$ cat config.mk
export PLATFORM = sky130hd
export DESIGN_NAME = phy_basic_control_status_regs
export DESIGN_NICKNAME = d
export VERILOG_FILES = /design/src/shared/pbcsr_pkg.sv /design/src/shared/pbcsr_srst_if.sv /design/src/logic/pbcsr_srst_timer.sv /design/src/logic/pbcsr_latch_bit.sv /design/src/logic/phy_basic_control_status_regs.sv
export SDC_FILE = /design/constraint.sdc
export NUM_CORES = 1
export LEC_CHECK = 0
export ABC_AREA = 1
export BUFFER_PORTS_ARGS = -buffer_cell sky130_fd_sc_hd__buf_2
export CAP_MARGIN = 20
export CORE_ASPECT_RATIO = 1.2
export CORE_MARGIN = 1.5
export CORE_UTILIZATION = 30
export CTS_BUF_LIST = sky130_fd_sc_hd__clkbuf_4
export DETAILED_ROUTE_END_ITERATION = 8
export PLACE_DENSITY = 0.55
export SYNTH_ARGS = -nofsm -noshare
export SYNTH_HDL_FRONTEND = slang
export SYNTH_SLANG_ARGS = --single-unit
$ cat constraint.sdc
create_clock -name clk -period 2.2 [get_ports clk]
set_input_delay 0.33 -clock clk [delete_from_list [all_inputs] [get_ports clk]]
set_output_delay 0.33 -clock clk [all_outputs]
set_load 0.02 [all_outputs]
$ cat src/shared/pbcsr_pkg.sv
// shared constants of the phy management register bank
package pbcsr_pkg;

  // index and data widths
  localparam int unsigned IDX_W  = 5;
  localparam int unsigned DATA_W = 16;

  // register indexes handled inside the bank
  localparam logic [4:0] IDX_BCTL  = 5'h00;
  localparam logic [4:0] IDX_BSTAT = 5'h01;
  localparam logic [4:0] IDX_PHYID = 5'h02;

  // one bit per index: 0..6, 17, 18, 27, 29, 30, 31 exist
  localparam logic [31:0] IDX_IMPL_MASK = 32'he806_007f;

  // basic control field positions
  localparam int unsigned BC_SRST   = 15;
  localparam int unsigned BC_LOOP   = 14;
  localparam int unsigned BC_SPEED  = 13;
  localparam int unsigned BC_ANEN   = 12;
  localparam int unsigned BC_PDN    = 11;
  localparam int unsigned BC_ANRST  = 9;
  localparam int unsigned BC_DUPLEX = 8;
  localparam int unsigned BC_COLT   = 7;

  // writable control bits, reserved bits read zero
  localparam logic [15:0] BCTL_WMASK = 16'hfb80;
  localparam logic [15:0] BCTL_RST   = 16'h0000;

  // basic status field positions
  localparam int unsigned BS_ANDONE = 5;
  localparam int unsigned BS_RFAULT = 4;
  localparam int unsigned BS_LINK   = 2;
  localparam int unsigned BS_JAB    = 1;

  // fixed status bits: abilities 14..11, an ability 3, extended 0
  localparam logic [15:0] BS_FIXED = 16'h7809;

  // latched status bits: remote fault, link, jabber
  localparam int unsigned NLATCH = 3;
  localparam logic [2:0]  LATCH_HIGH_MASK = 3'h5; // 0 jabber, 1 link, 2 fault
  localparam logic [15:0] ZERO16 = 16'h0000;

  // soft reset duration, at least this long
  localparam int unsigned CLK_PERIOD_NS = 100;
  localparam int unsigned SRST_TIME_NS  = 1000;
  localparam int unsigned SRST_CYCLES   =
    (SRST_TIME_NS + CLK_PERIOD_NS - 1) / CLK_PERIOD_NS;

  // bank states
  typedef enum logic [0:0] {ST_RUN, ST_SRST} pbcsr_state_t;

endpackage

$ cat src/shared/pbcsr_srst_if.sv
`timescale 1ns/1ps
`default_nettype none
// soft reset request and progress between bank and timer
interface pbcsr_srst_if;
  logic start;
  logic busy;
  logic done;
  modport ctl (output start, input busy, input done);
  modport tmr (input start, output busy, output done);
endinterface
`default_nettype wire

$ cat src/logic/pbcsr_srst_timer.sv
`timescale 1ns/1ps
`default_nettype none
// holds the soft reset for a fixed number of cycles
module pbcsr_srst_timer #(
  parameter int unsigned CYC = 10
) (
  // clock and reset
  input  wire logic clk,
  input  wire logic rst,
  input  wire logic ce,
  // control side
  pbcsr_srst_if.tmr sr
);
  localparam int unsigned CW = $clog2(CYC + 1);

  logic [CW-1:0] cnt_r;
  logic          busy_r;
  logic          done_r;

  // count down while busy, a new start restarts the count
  always_ff @(posedge clk) begin
    if (rst) begin
      cnt_r  <= '0;
      busy_r <= 1'b0;
      done_r <= 1'b0;
    end else if (ce) begin
      done_r <= 1'b0;
      if (sr.start) begin
        cnt_r  <= CW'(CYC - 1);
        busy_r <= 1'b1;
      end else if (busy_r) begin
        if (cnt_r == '0) begin
          busy_r <= 1'b0;
          done_r <= 1'b1; // single cycle end mark
        end else begin
          cnt_r <= cnt_r - 1'b1;
        end
      end
    end
  end

  assign sr.busy = busy_r;
  assign sr.done = done_r;
endmodule
`default_nettype wire

$ cat src/logic/pbcsr_latch_bit.sv
`timescale 1ns/1ps
`default_nettype none
// latching status bit, cleared to the live level by a read
module pbcsr_latch_bit (
  // clock and reset
  input  wire logic clk,
  input  wire logic rst,
  input  wire logic ce,
  // behaviour
  input  wire logic hold_high,
  input  wire logic clr,
  input  wire logic cond,
  input  wire logic rd,
  output logic      value
);
  logic val_r;

  // a read reloads the live level, so an event in the read cycle stays
  always_ff @(posedge clk) begin
    if (rst) begin
      val_r <= 1'b0;
    end else if (ce) begin
      if (clr) begin
        val_r <= 1'b0;
      end else if (rd) begin
        val_r <= cond;
      end else if (hold_high) begin
        val_r <= val_r | cond;
      end else begin
        val_r <= val_r & cond;
      end
    end
  end

  assign value = val_r;
endmodule
`default_nettype wire

$ cat src/logic/phy_basic_control_status_regs.sv
// What this block does
// - registers sit behind the indexed management port only, not the memory map
// - decimal index selects register; 0..6, 17, 18, 27, 29..31 exist
// - control bit 15 starts soft reset and clears itself when done
// - fields kept over soft reset keep values only for that reset
// - control bit 14 selects loopback, zero is normal operation
// - control bit 13 picks 100 or 10 Mbps, ignored with bit 12 set
// - control bit 12 enables auto-negotiation, overriding speed and duplex
// - bit 11 powers down; after clearing, completion shows in status bit 5
// - control bit 9 restarts auto-negotiation and clears itself
// - control bit 8 picks full or half duplex, ignored under autoneg
// - control bit 7 enables collision test, resets to zero
// - control bits 13 and 12 reset from the speed select strap
// - status 15 reads zero, 14..11 read one, 10..6 read zero
// - status bit 5 shows auto-negotiation complete
// - status bit 4 latches high on remote fault
// - status bit 3 always reads one
// - status bit 2 shows link, latching low
// - status bit 1 latches high on jabber
// - status bit 0 reads one for extended registers
// - identifier word one is read-only, holding unique id bits 3..18
`timescale 1ns/1ps
`default_nettype none
module phy_basic_control_status_regs
  import pbcsr_pkg::*;
#(
  // arbitrary identifier value, not tied to any maker
  parameter logic [15:0] PHY_ID1   = 16'h5a3c,
  // control bits that survive a soft reset
  parameter logic [15:0] KEEP_MASK = 16'h0000,
  parameter int unsigned SRST_CYC  = SRST_CYCLES
) (
  // clock, reset, enable
  input  wire logic        clk,
  input  wire logic        rst,
  input  wire logic        ce,
  // strap
  input  wire logic        speed_sel_strap,
  // indexed management access
  input  wire logic        acc_valid,
  input  wire logic        acc_write,
  input  wire logic [4:0]  acc_index,
  input  wire logic [15:0] acc_wdata,
  output logic             acc_ready,
  output logic             acc_done,
  output logic [15:0]      acc_rdata,
  // higher indexes served by the rest of the phy
  output logic             ext_sel,
  output logic             ext_write,
  output logic [4:0]       ext_index,
  output logic [15:0]      ext_wdata,
  input  wire logic [15:0] ext_rdata,
  // live conditions from the phy core
  input  wire logic        an_complete,
  input  wire logic        an_speed_100,
  input  wire logic        an_full_duplex,
  input  wire logic        remote_fault,
  input  wire logic        link_up,
  input  wire logic        jabber,
  // controls to the phy core
  output logic             phy_soft_reset,
  output logic             loopback_en,
  output logic             speed_100,
  output logic             full_duplex,
  output logic             an_enable,
  output logic             an_restart,
  output logic             power_down,
  output logic             col_test_en
);

  // state and storage
  pbcsr_state_t      state_r;
  pbcsr_state_t      state_nxt;
  logic [15:0]       ctl_r;
  logic              strap_r;
  logic [15:0]       stat_w;
  logic [NLATCH-1:0] latch_cond;
  logic [NLATCH-1:0] latch_val;
  logic              take;
  logic              is_local;
  logic              is_impl;
  logic              wr_ctl;
  logic              rd_stat;
  logic              srst_go;
  logic [15:0]       ctl_reset_val;
  logic [15:0]       rd_mux;

  pbcsr_srst_if sr ();

  // taken only outside soft reset and with the clock enabled, so nothing leaks out
  assign acc_ready = (state_r == ST_RUN) & ~sr.busy;
  assign take      = acc_valid & acc_ready & ce;

  assign is_impl  = IDX_IMPL_MASK[acc_index];
  assign is_local = (acc_index == IDX_BCTL) |
                    (acc_index == IDX_BSTAT) |
                    (acc_index == IDX_PHYID);

  // reached only through the indexed port
  assign wr_ctl  = take & acc_write & (acc_index == IDX_BCTL);
  assign rd_stat = take & ~acc_write & (acc_index == IDX_BSTAT);

  // a write with bit 15 set starts the soft reset
  assign srst_go  = wr_ctl & acc_wdata[BC_SRST];
  assign sr.start = srst_go;

  // remaining implemented indexes pass through to the rest of the phy
  assign ext_sel   = take & is_impl & ~is_local;
  assign ext_write = acc_write;
  assign ext_index = acc_index;
  assign ext_wdata = acc_wdata;

  // strap is caught while reset is held, after the edge it stays fixed
  always_ff @(posedge clk) begin
    if (ce && rst) begin
      strap_r <= speed_sel_strap;
    end
  end

  // speed and autoneg enable reset from the strap
  always_comb begin
    ctl_reset_val = BCTL_RST;
    ctl_reset_val[BC_SPEED] = strap_r;
    ctl_reset_val[BC_ANEN]  = strap_r;
  end

  // bank state: run, or wait for the soft reset to finish
  always_comb begin
    state_nxt = state_r;
    case (state_r)
      ST_RUN: begin
        if (srst_go) begin
          state_nxt = ST_SRST;
        end
      end
      ST_SRST: begin
        if (sr.done) begin
          state_nxt = ST_RUN;
        end
      end
      default: begin
        state_nxt = ST_RUN;
      end
    endcase
  end

  always_ff @(posedge clk) begin
    if (rst) begin
      state_r <= ST_RUN;
    end else if (ce) begin
      state_r <= state_nxt;
    end
  end

  // control register; hard reset loads strap values, soft reset
  // reloads all but the kept fields
  always_ff @(posedge clk) begin
    if (rst) begin
      ctl_r <= BCTL_RST;
      ctl_r[BC_SPEED] <= speed_sel_strap;
      ctl_r[BC_ANEN]  <= speed_sel_strap;
    end else if (ce) begin
      if (srst_go) begin
        // other bits in a reset write are dropped
        ctl_r <= (ctl_r & KEEP_MASK) | (ctl_reset_val & ~KEEP_MASK);
        ctl_r[BC_SRST] <= 1'b1;
      end else if (state_r == ST_SRST) begin
        // kept fields survive only this reset source
        ctl_r <= (ctl_r & KEEP_MASK) | (ctl_reset_val & ~KEEP_MASK);
        // bit 15 clears itself when the reset ends
        ctl_r[BC_SRST] <= ~sr.done;
      end else if (wr_ctl) begin
        ctl_r <= acc_wdata & BCTL_WMASK;
      end else begin
        // restart bit lives for one cycle only
        ctl_r[BC_ANRST] <= 1'b0;
      end
    end
  end

  // control outputs registered so the phy sees clean levels
  always_ff @(posedge clk) begin
    if (rst) begin
      phy_soft_reset <= 1'b0;
      loopback_en    <= 1'b0;
      power_down     <= 1'b0;
      col_test_en    <= 1'b0;
      an_enable      <= 1'b0;
      an_restart     <= 1'b0;
    end else if (ce) begin
      // phy held in reset while the bit reads one
      phy_soft_reset <= ctl_r[BC_SRST];
      loopback_en    <= ctl_r[BC_LOOP];
      power_down     <= ctl_r[BC_PDN];
      col_test_en    <= ctl_r[BC_COLT];
      an_enable      <= ctl_r[BC_ANEN];
      an_restart     <= ctl_r[BC_ANRST];
    end
  end

  // manual speed and duplex count only while autoneg is off
  always_ff @(posedge clk) begin
    if (rst) begin
      speed_100   <= 1'b0;
      full_duplex <= 1'b0;
    end else if (ce) begin
      if (ctl_r[BC_ANEN]) begin
        // negotiated result overrides the manual bits
        speed_100   <= an_speed_100;
        full_duplex <= an_full_duplex;
      end else begin
        speed_100   <= ctl_r[BC_SPEED];
        full_duplex <= ctl_r[BC_DUPLEX];
      end
    end
  end

  // latched status conditions, in order jabber, link, fault
  assign latch_cond[0] = jabber;
  assign latch_cond[1] = link_up;
  assign latch_cond[2] = remote_fault;

  // one latch per bit, polarity from the mask
  for (genvar i = 0; i < NLATCH; i++) begin : g_latch
    pbcsr_latch_bit u_latch (
      .clk       (clk),
      .rst       (rst),
      .ce        (ce),
      .hold_high (LATCH_HIGH_MASK[i]),
      .clr       (state_r == ST_SRST),
      .cond      (latch_cond[i]),
      .rd        (rd_stat),
      .value     (latch_val[i])
    );
  end

  // status word assembled from fixed and live bits
  always_comb begin
    // fixed ability bits, reserved read zero
    stat_w = BS_FIXED;
    // completion cannot show while powered down
    stat_w[BS_ANDONE] = an_complete & ~ctl_r[BC_PDN] & ctl_r[BC_ANEN];
    stat_w[BS_RFAULT] = latch_val[2];
    stat_w[BS_LINK]   = latch_val[1];
    stat_w[BS_JAB]    = latch_val[0];
  end

  // read data source by index
  always_comb begin
    rd_mux = ZERO16;
    case (acc_index)
      IDX_BCTL:  rd_mux = ctl_r;
      IDX_BSTAT: rd_mux = stat_w;
      IDX_PHYID: rd_mux = PHY_ID1;
      default: begin
        rd_mux = is_impl ? ext_rdata : ZERO16;
      end
    endcase
  end

  // answer registered one cycle after an access is taken
  always_ff @(posedge clk) begin
    if (rst) begin
      acc_done  <= 1'b0;
      acc_rdata <= ZERO16;
    end else if (ce) begin
      acc_done <= take;
      if (take && !acc_write) begin
        acc_rdata <= rd_mux;
      end
    end
  end

  // soft reset timing lives in its own counter
  pbcsr_srst_timer #(
    .CYC (SRST_CYC)
  ) u_srst (
    .clk (clk),
    .rst (rst),
    .ce  (ce),
    .sr  (sr)
  );

endmodule
`default_nettype wire

### Yosys cells after proc, flatten, opt, wreduce, memory -nomap -nowiden

Memories as Yosys holds them, arrays and structs flattened.
Cells that the tools add are included.

| operators by class | value |
|---|---|
| add/sub/neg operators | 1 |
| order comparisons | 1 |
| equality and inequality tests | 3 |
| muxes and demuxes | 30 |
| bitwise logic cells | 23 |
| reductions and logical operators | 13 |

Operators with widths:

| operator | number |
|---|---|
| 16-bit two-way mux | 3 |
| 16-bit case mux with 3 select lines | 1 |
| 14-bit two-way mux | 2 |
| 1-bit two-way mux | 18 |
| 1-bit bitwise AND | 13 |
| 4-bit two-way mux | 3 |
| 9-bit two-way mux | 1 |
| 5-bit by 6-bit less-than comparator with 1-bit output, second input constant | 1 |
| 6-bit two-way mux | 1 |
| 1-bit inverter | 6 |
| 2-bit AND reduction | 3 |
| 5-bit by 1-bit == test with 1-bit output, second input constant | 1 |
| 5-bit by 2-bit == test with 1-bit output, second input constant | 1 |
| 5-bit logical NOT | 1 |
| 4-bit logical NOT | 1 |
| 1-bit bitwise OR | 4 |
| 2-bit nonzero test | 2 |
| 4-bit nonzero test | 1 |
| 4-bit by 1-bit subtractor with 4-bit output, second input constant | 1 |
| 3-bit AND reduction | 1 |
| 3-bit nonzero test | 1 |
| 1-bit logical AND | 2 |
| 2-bit != test, second input constant | 1 |
| 1-bit case mux with 2 select lines | 1 |
| 1-bit logical NOT | 1 |

| word-level totals | value |
|---|---|
| bits in registers | 52 |
| ROM bits | 32 |
| input bits | 49 |
| output and inout port bits | 49 |
| logic and storage cells | 93 |
| memories | 1 |

Memories:

| memory | depth | bits a word | read ports | clocked after Yosys merged registers in | write ports | line | text |
|---|---|---|---|---|---|---|---|
| (no name shown) | 32 | 1 | 1 | 0 | 0 | phy_basic_control_status_regs.sv:94 | `assign is_impl = IDX_IMPL_MASK[acc_index];` |

### Longest topological paths before layout

| logic depth | value |
|---|---|
| word-level depth | 11 |
| depth in mapped cells | 11 |
| mapped depth without buffers | 11 |

### Hierarchy

From an unflattened synthesis, not the netlist that was laid out.

| second synthesis, totals | value |
|---|---|
| cells, all modules | 355 |
| area total of the unflattened synthesis | 2703.8 µm² |

By module, submodules not included:

| module | times used | cells an instance | area an instance (µm²) | seq. area each (µm²) |
|---|---|---|---|---|
| phy_basic_control_status_regs | 1 | 259 | 2100.8 | 730.7 |
| pbcsr_srst_timer | 1 | 54 | 370.4 | 120.1 |
| pbcsr_latch_bit | 3 | 14 | 77.6 | 20.0 |

### Worst setup path after synthesis

Ideal clock, no wire load.

| timing | value |
|---|---|
| path type | input port to output port |
| from | input port acc_index[0] |
| to | output port ext_sel |
| arrival time | 1436 ps |
| path slack | 434 ps |
| cell stages on the path | 10 |
| path buffers | 1 |
| path through | inv_1 > ha_1 > inv_1 > nor2_1 > nand2_2 > nand3_1 > inv_2 > buf_4 > nand2_1 > nor2_1 |

| on the way | value |
|---|---|
| cells in the longest elaborated chain, start to end | 5 |

RTL lines:

| item | line | text |
|---|---|---|
| from (decl) | phy_basic_control_status_regs.sv:42 | `input wire logic [4:0] acc_index,` |
| parallel branches: the longest is 4 deep, another holds memory 32 x 1 bit | n/a |  |
| 1-bit bitwise AND * | phy_basic_control_status_regs.sv:108 | `assign ext_sel = take & is_impl & ~is_local;` |
| to (decl) | phy_basic_control_status_regs.sv:48 | `output logic ext_sel,` |

Every way passes the cells marked *. The select of a mux whose other input is x is not followed.

### Worst setup path after layout

Same ends and word-level chain as after synthesis.

==> flow_summary.ini <==
[status]
status = completed

[global_route]
grt_pass1_vias = 2061
antenna_found_initial = 0
gr-total-overflow = 0
grt_first_pass_wirelength_mm = 9.687
gr-usage-all-layers_pct = 14.42
grt_max_degree = 27

[synthesis]
synth.area.top_cells = dfxtp_1, buf_4, a21oi_1, nand3_1, nand2_1
yosysUniqueCellTypes = 30
synth_top_family_by_area = simple AND/OR/NAND/NOR gates
yosysWarnings = 0
synth_flop_cell = dfxtp_1
async_flop_share_pct = 0
syn-mean-instance-area_sq_um = 7.671
synth-edff-count = 3
yosys.area_share.xor_xnor_pct = 0.3743
mappedNetlistNets = 360
synthMuxAreaShare_pct = 0
synth-adder-area-share_pct = 3.209
synthSimpleGateAreaFrac_pct = 26.10
synth-compound-area-share_pct = 16.63
yosys.area.top_type = dfxtp_1
ys_seq_area_share_pct = 38.93
syn_area_sq_um = 2340
ys_ff_latch = 44
synth_commonest_cells = dfxtp_1, nand2_1, a21oi_1, nand3_1, inv_1
yosysMostFrequentCell = dfxtp_1
synthCells = 305
yosys.area.top_type_share_pct = 35.08

[final_layout]
antenna_cells = 0
final_util_pct = 35.58
final_cells = 456
nets = 418
syn_to_final_growth_pct = 15.88
drive_gt1_share_pct = 31.59

[placed_design]
dp_cells = 448
portBuffers = 81
dp_hpwl_mm = 4.533
gp_congestion = 0.8449
dpl_worst_slack_ps = 220.8

[critical_path]
endpoint = ext_sel
required_ps = 1870
critPathLaunchType = primary input
worstReg2RegEnd = ctl_r[13]
cp-startpoint = acc_index[0]
critPathKind = in -> out
reg2regPathDepth = 8
r2r-start = state_r
cp_max_fo = 15
end_kind = output port
cp_data_arrival_time_ps = 1670
r2r_slack_ps = 690

[timing]
worst_slew_pin_slew_ps = 558.3
period_needed_ps = 1995
fmax_ghz = 0.5012
fin_crit_sh_pct = 90.69
skew_ps = 7.716
hold_viol_final = 0
slew_violations = 0
finalSetupTns_ps = 0
finalSetupViolations = 0
finalWorstSetupSlack_ps = 204.9
rsz0062_at_grt = no
relSlewSlack_pct = 62.49

[clocking]
post_cts_resized = 0
clock_latency_ps = 350
cts-root-buf = clkbuf_4
post_cts_buffers = 0
cts_max_level = 2
cts_max_path_buffers = 2
cts_hold_buffers = 0
clk_pin_slew_worst_paths_ps = 130
cts_sinks = 44
cts_tree = built
numCtsBuffers = 5

[die]
start_util_pct = 30.71
top_level_ports = 98
fp.dieW_um = 83.62
die_h_um = 99.74
rows = 35
die_area_sq_um = 8340
core_area_sq_um = 7620

[route]
wire_per_inst_um = 13.09
firstDrtPassIters = 4
initialDrtViolationCount = 106
drt_drc_violations_left = 0
num_vias = 2195
wl_mm = 5.969
antenna_left = 0
viasPerCell = 4.814

[power_and_ir_drop]
ir_drop_v = 0.0002627
p_leak_uw = 0.001362
p_per_area_nw_per_um2 = 558.0

[job]
drv_cap = 0

[hold_path]
min-delay-start = speed_sel_strap
hp-class = in -> reg
-- stage by stage --
step	cell area [sq um]	hold slack (ps)	power [uW]
CTS	2711	143.1	1537
finish	2711	164.9	1513
detailed placement	2660	434.1	1151
global placement	2660	431.0	1151
global route	2711	152.9	1593
floorplan	2340	418.8	1075
-- layout by cell type (no fill, tap or decap), types with 3 or more instances in the layout --
cell / n
buf_2: 81
o21a_1: 3
o21ai_0: 25
nand2_2: 6
dfxtp_1: 41
inv_2: 3
a21oi_1: 37
a21oi_2: 3
nand2_1: 38
ha_1: 6
nor2_1: 22
clkbuf_4: 5
nand3_1: 35
inv_1: 30
nor2_8: 3
edfxtp_1: 3
-- critical path, cell delays in order --
cell and delay (ps):
buf_2 110, inv_1 60, ha_1 200, inv_1 50
nor2_1 50, nand2_2 120, nand3_1 120, inv_2 240
nand2_1 100, nor2_1 90, buf_2 180
-- where the power goes --
group          internal (uW)  total [uW]  switching, uW  leakage, uW
clock network            118         381            263    0.0000324
registers                836         853           16.9     0.000364
logic                   97.6         279            181     0.000966
total                   1050        1510            461      0.00136
-- flip-flops by register name (all words and copies together), names as in the netlist, 3 cells and up --
signal                 cells
ctl_r                      8
u_srst.cnt_r               4
g_latch.u_latch.value      3
acc_rdata                 16
-- how the worst min path moves through the flow --
| stage | slack (ps) | depth (start not counted) | endpoint |
|---|---|---|---|
| global route | 150 | 1 | strap_r |
| CTS | 140 | 1 | strap_r |
| finish | 160 | 1 | strap_r |
| floorplan | 420 | 2 | ctl_r[11] |
| detailed placement | 430 | 2 | ctl_r[11] |
| global placement | 430 | 2 | ctl_r[11] |
-- layout make-up --
cell class	instances	area (sq um)
inverters	34	130.1
fillers	852	4908
clock buffers	5	37.54
repair buffers	83	420.4
flip-flops and latches	44	910.9
multi-input cells	195	1084
well taps	92	115.1
clock inverters	3	13.76
-- cells by family (layout without fill, tap and decap cells) --
kind of cell | after synthesis | count (layout)
AO/OA/AOI/OAI | 72 | 72
XOR/XNOR | 1 | 1
adder cells (fa/ha/maj) | 6 | 6
buffers and inverters | 66 | 125
flip-flops | 44 | 44
AND/OR/NAND/NOR | 116 | 116
-- routing by layer --
layer | track usage (%) | up-vias | wire length (um)
li1 | - | 1092 | -
met1 | 18.98 | 1026 | 2820
met2 | 24.26 | 71 | 2746
met3 | 2.656 | 6 | 335
met4 | 4.035 | 0 | 67
met5 | 0 | - | 0
Note: power is estimated with default switching activity, not from simulation.
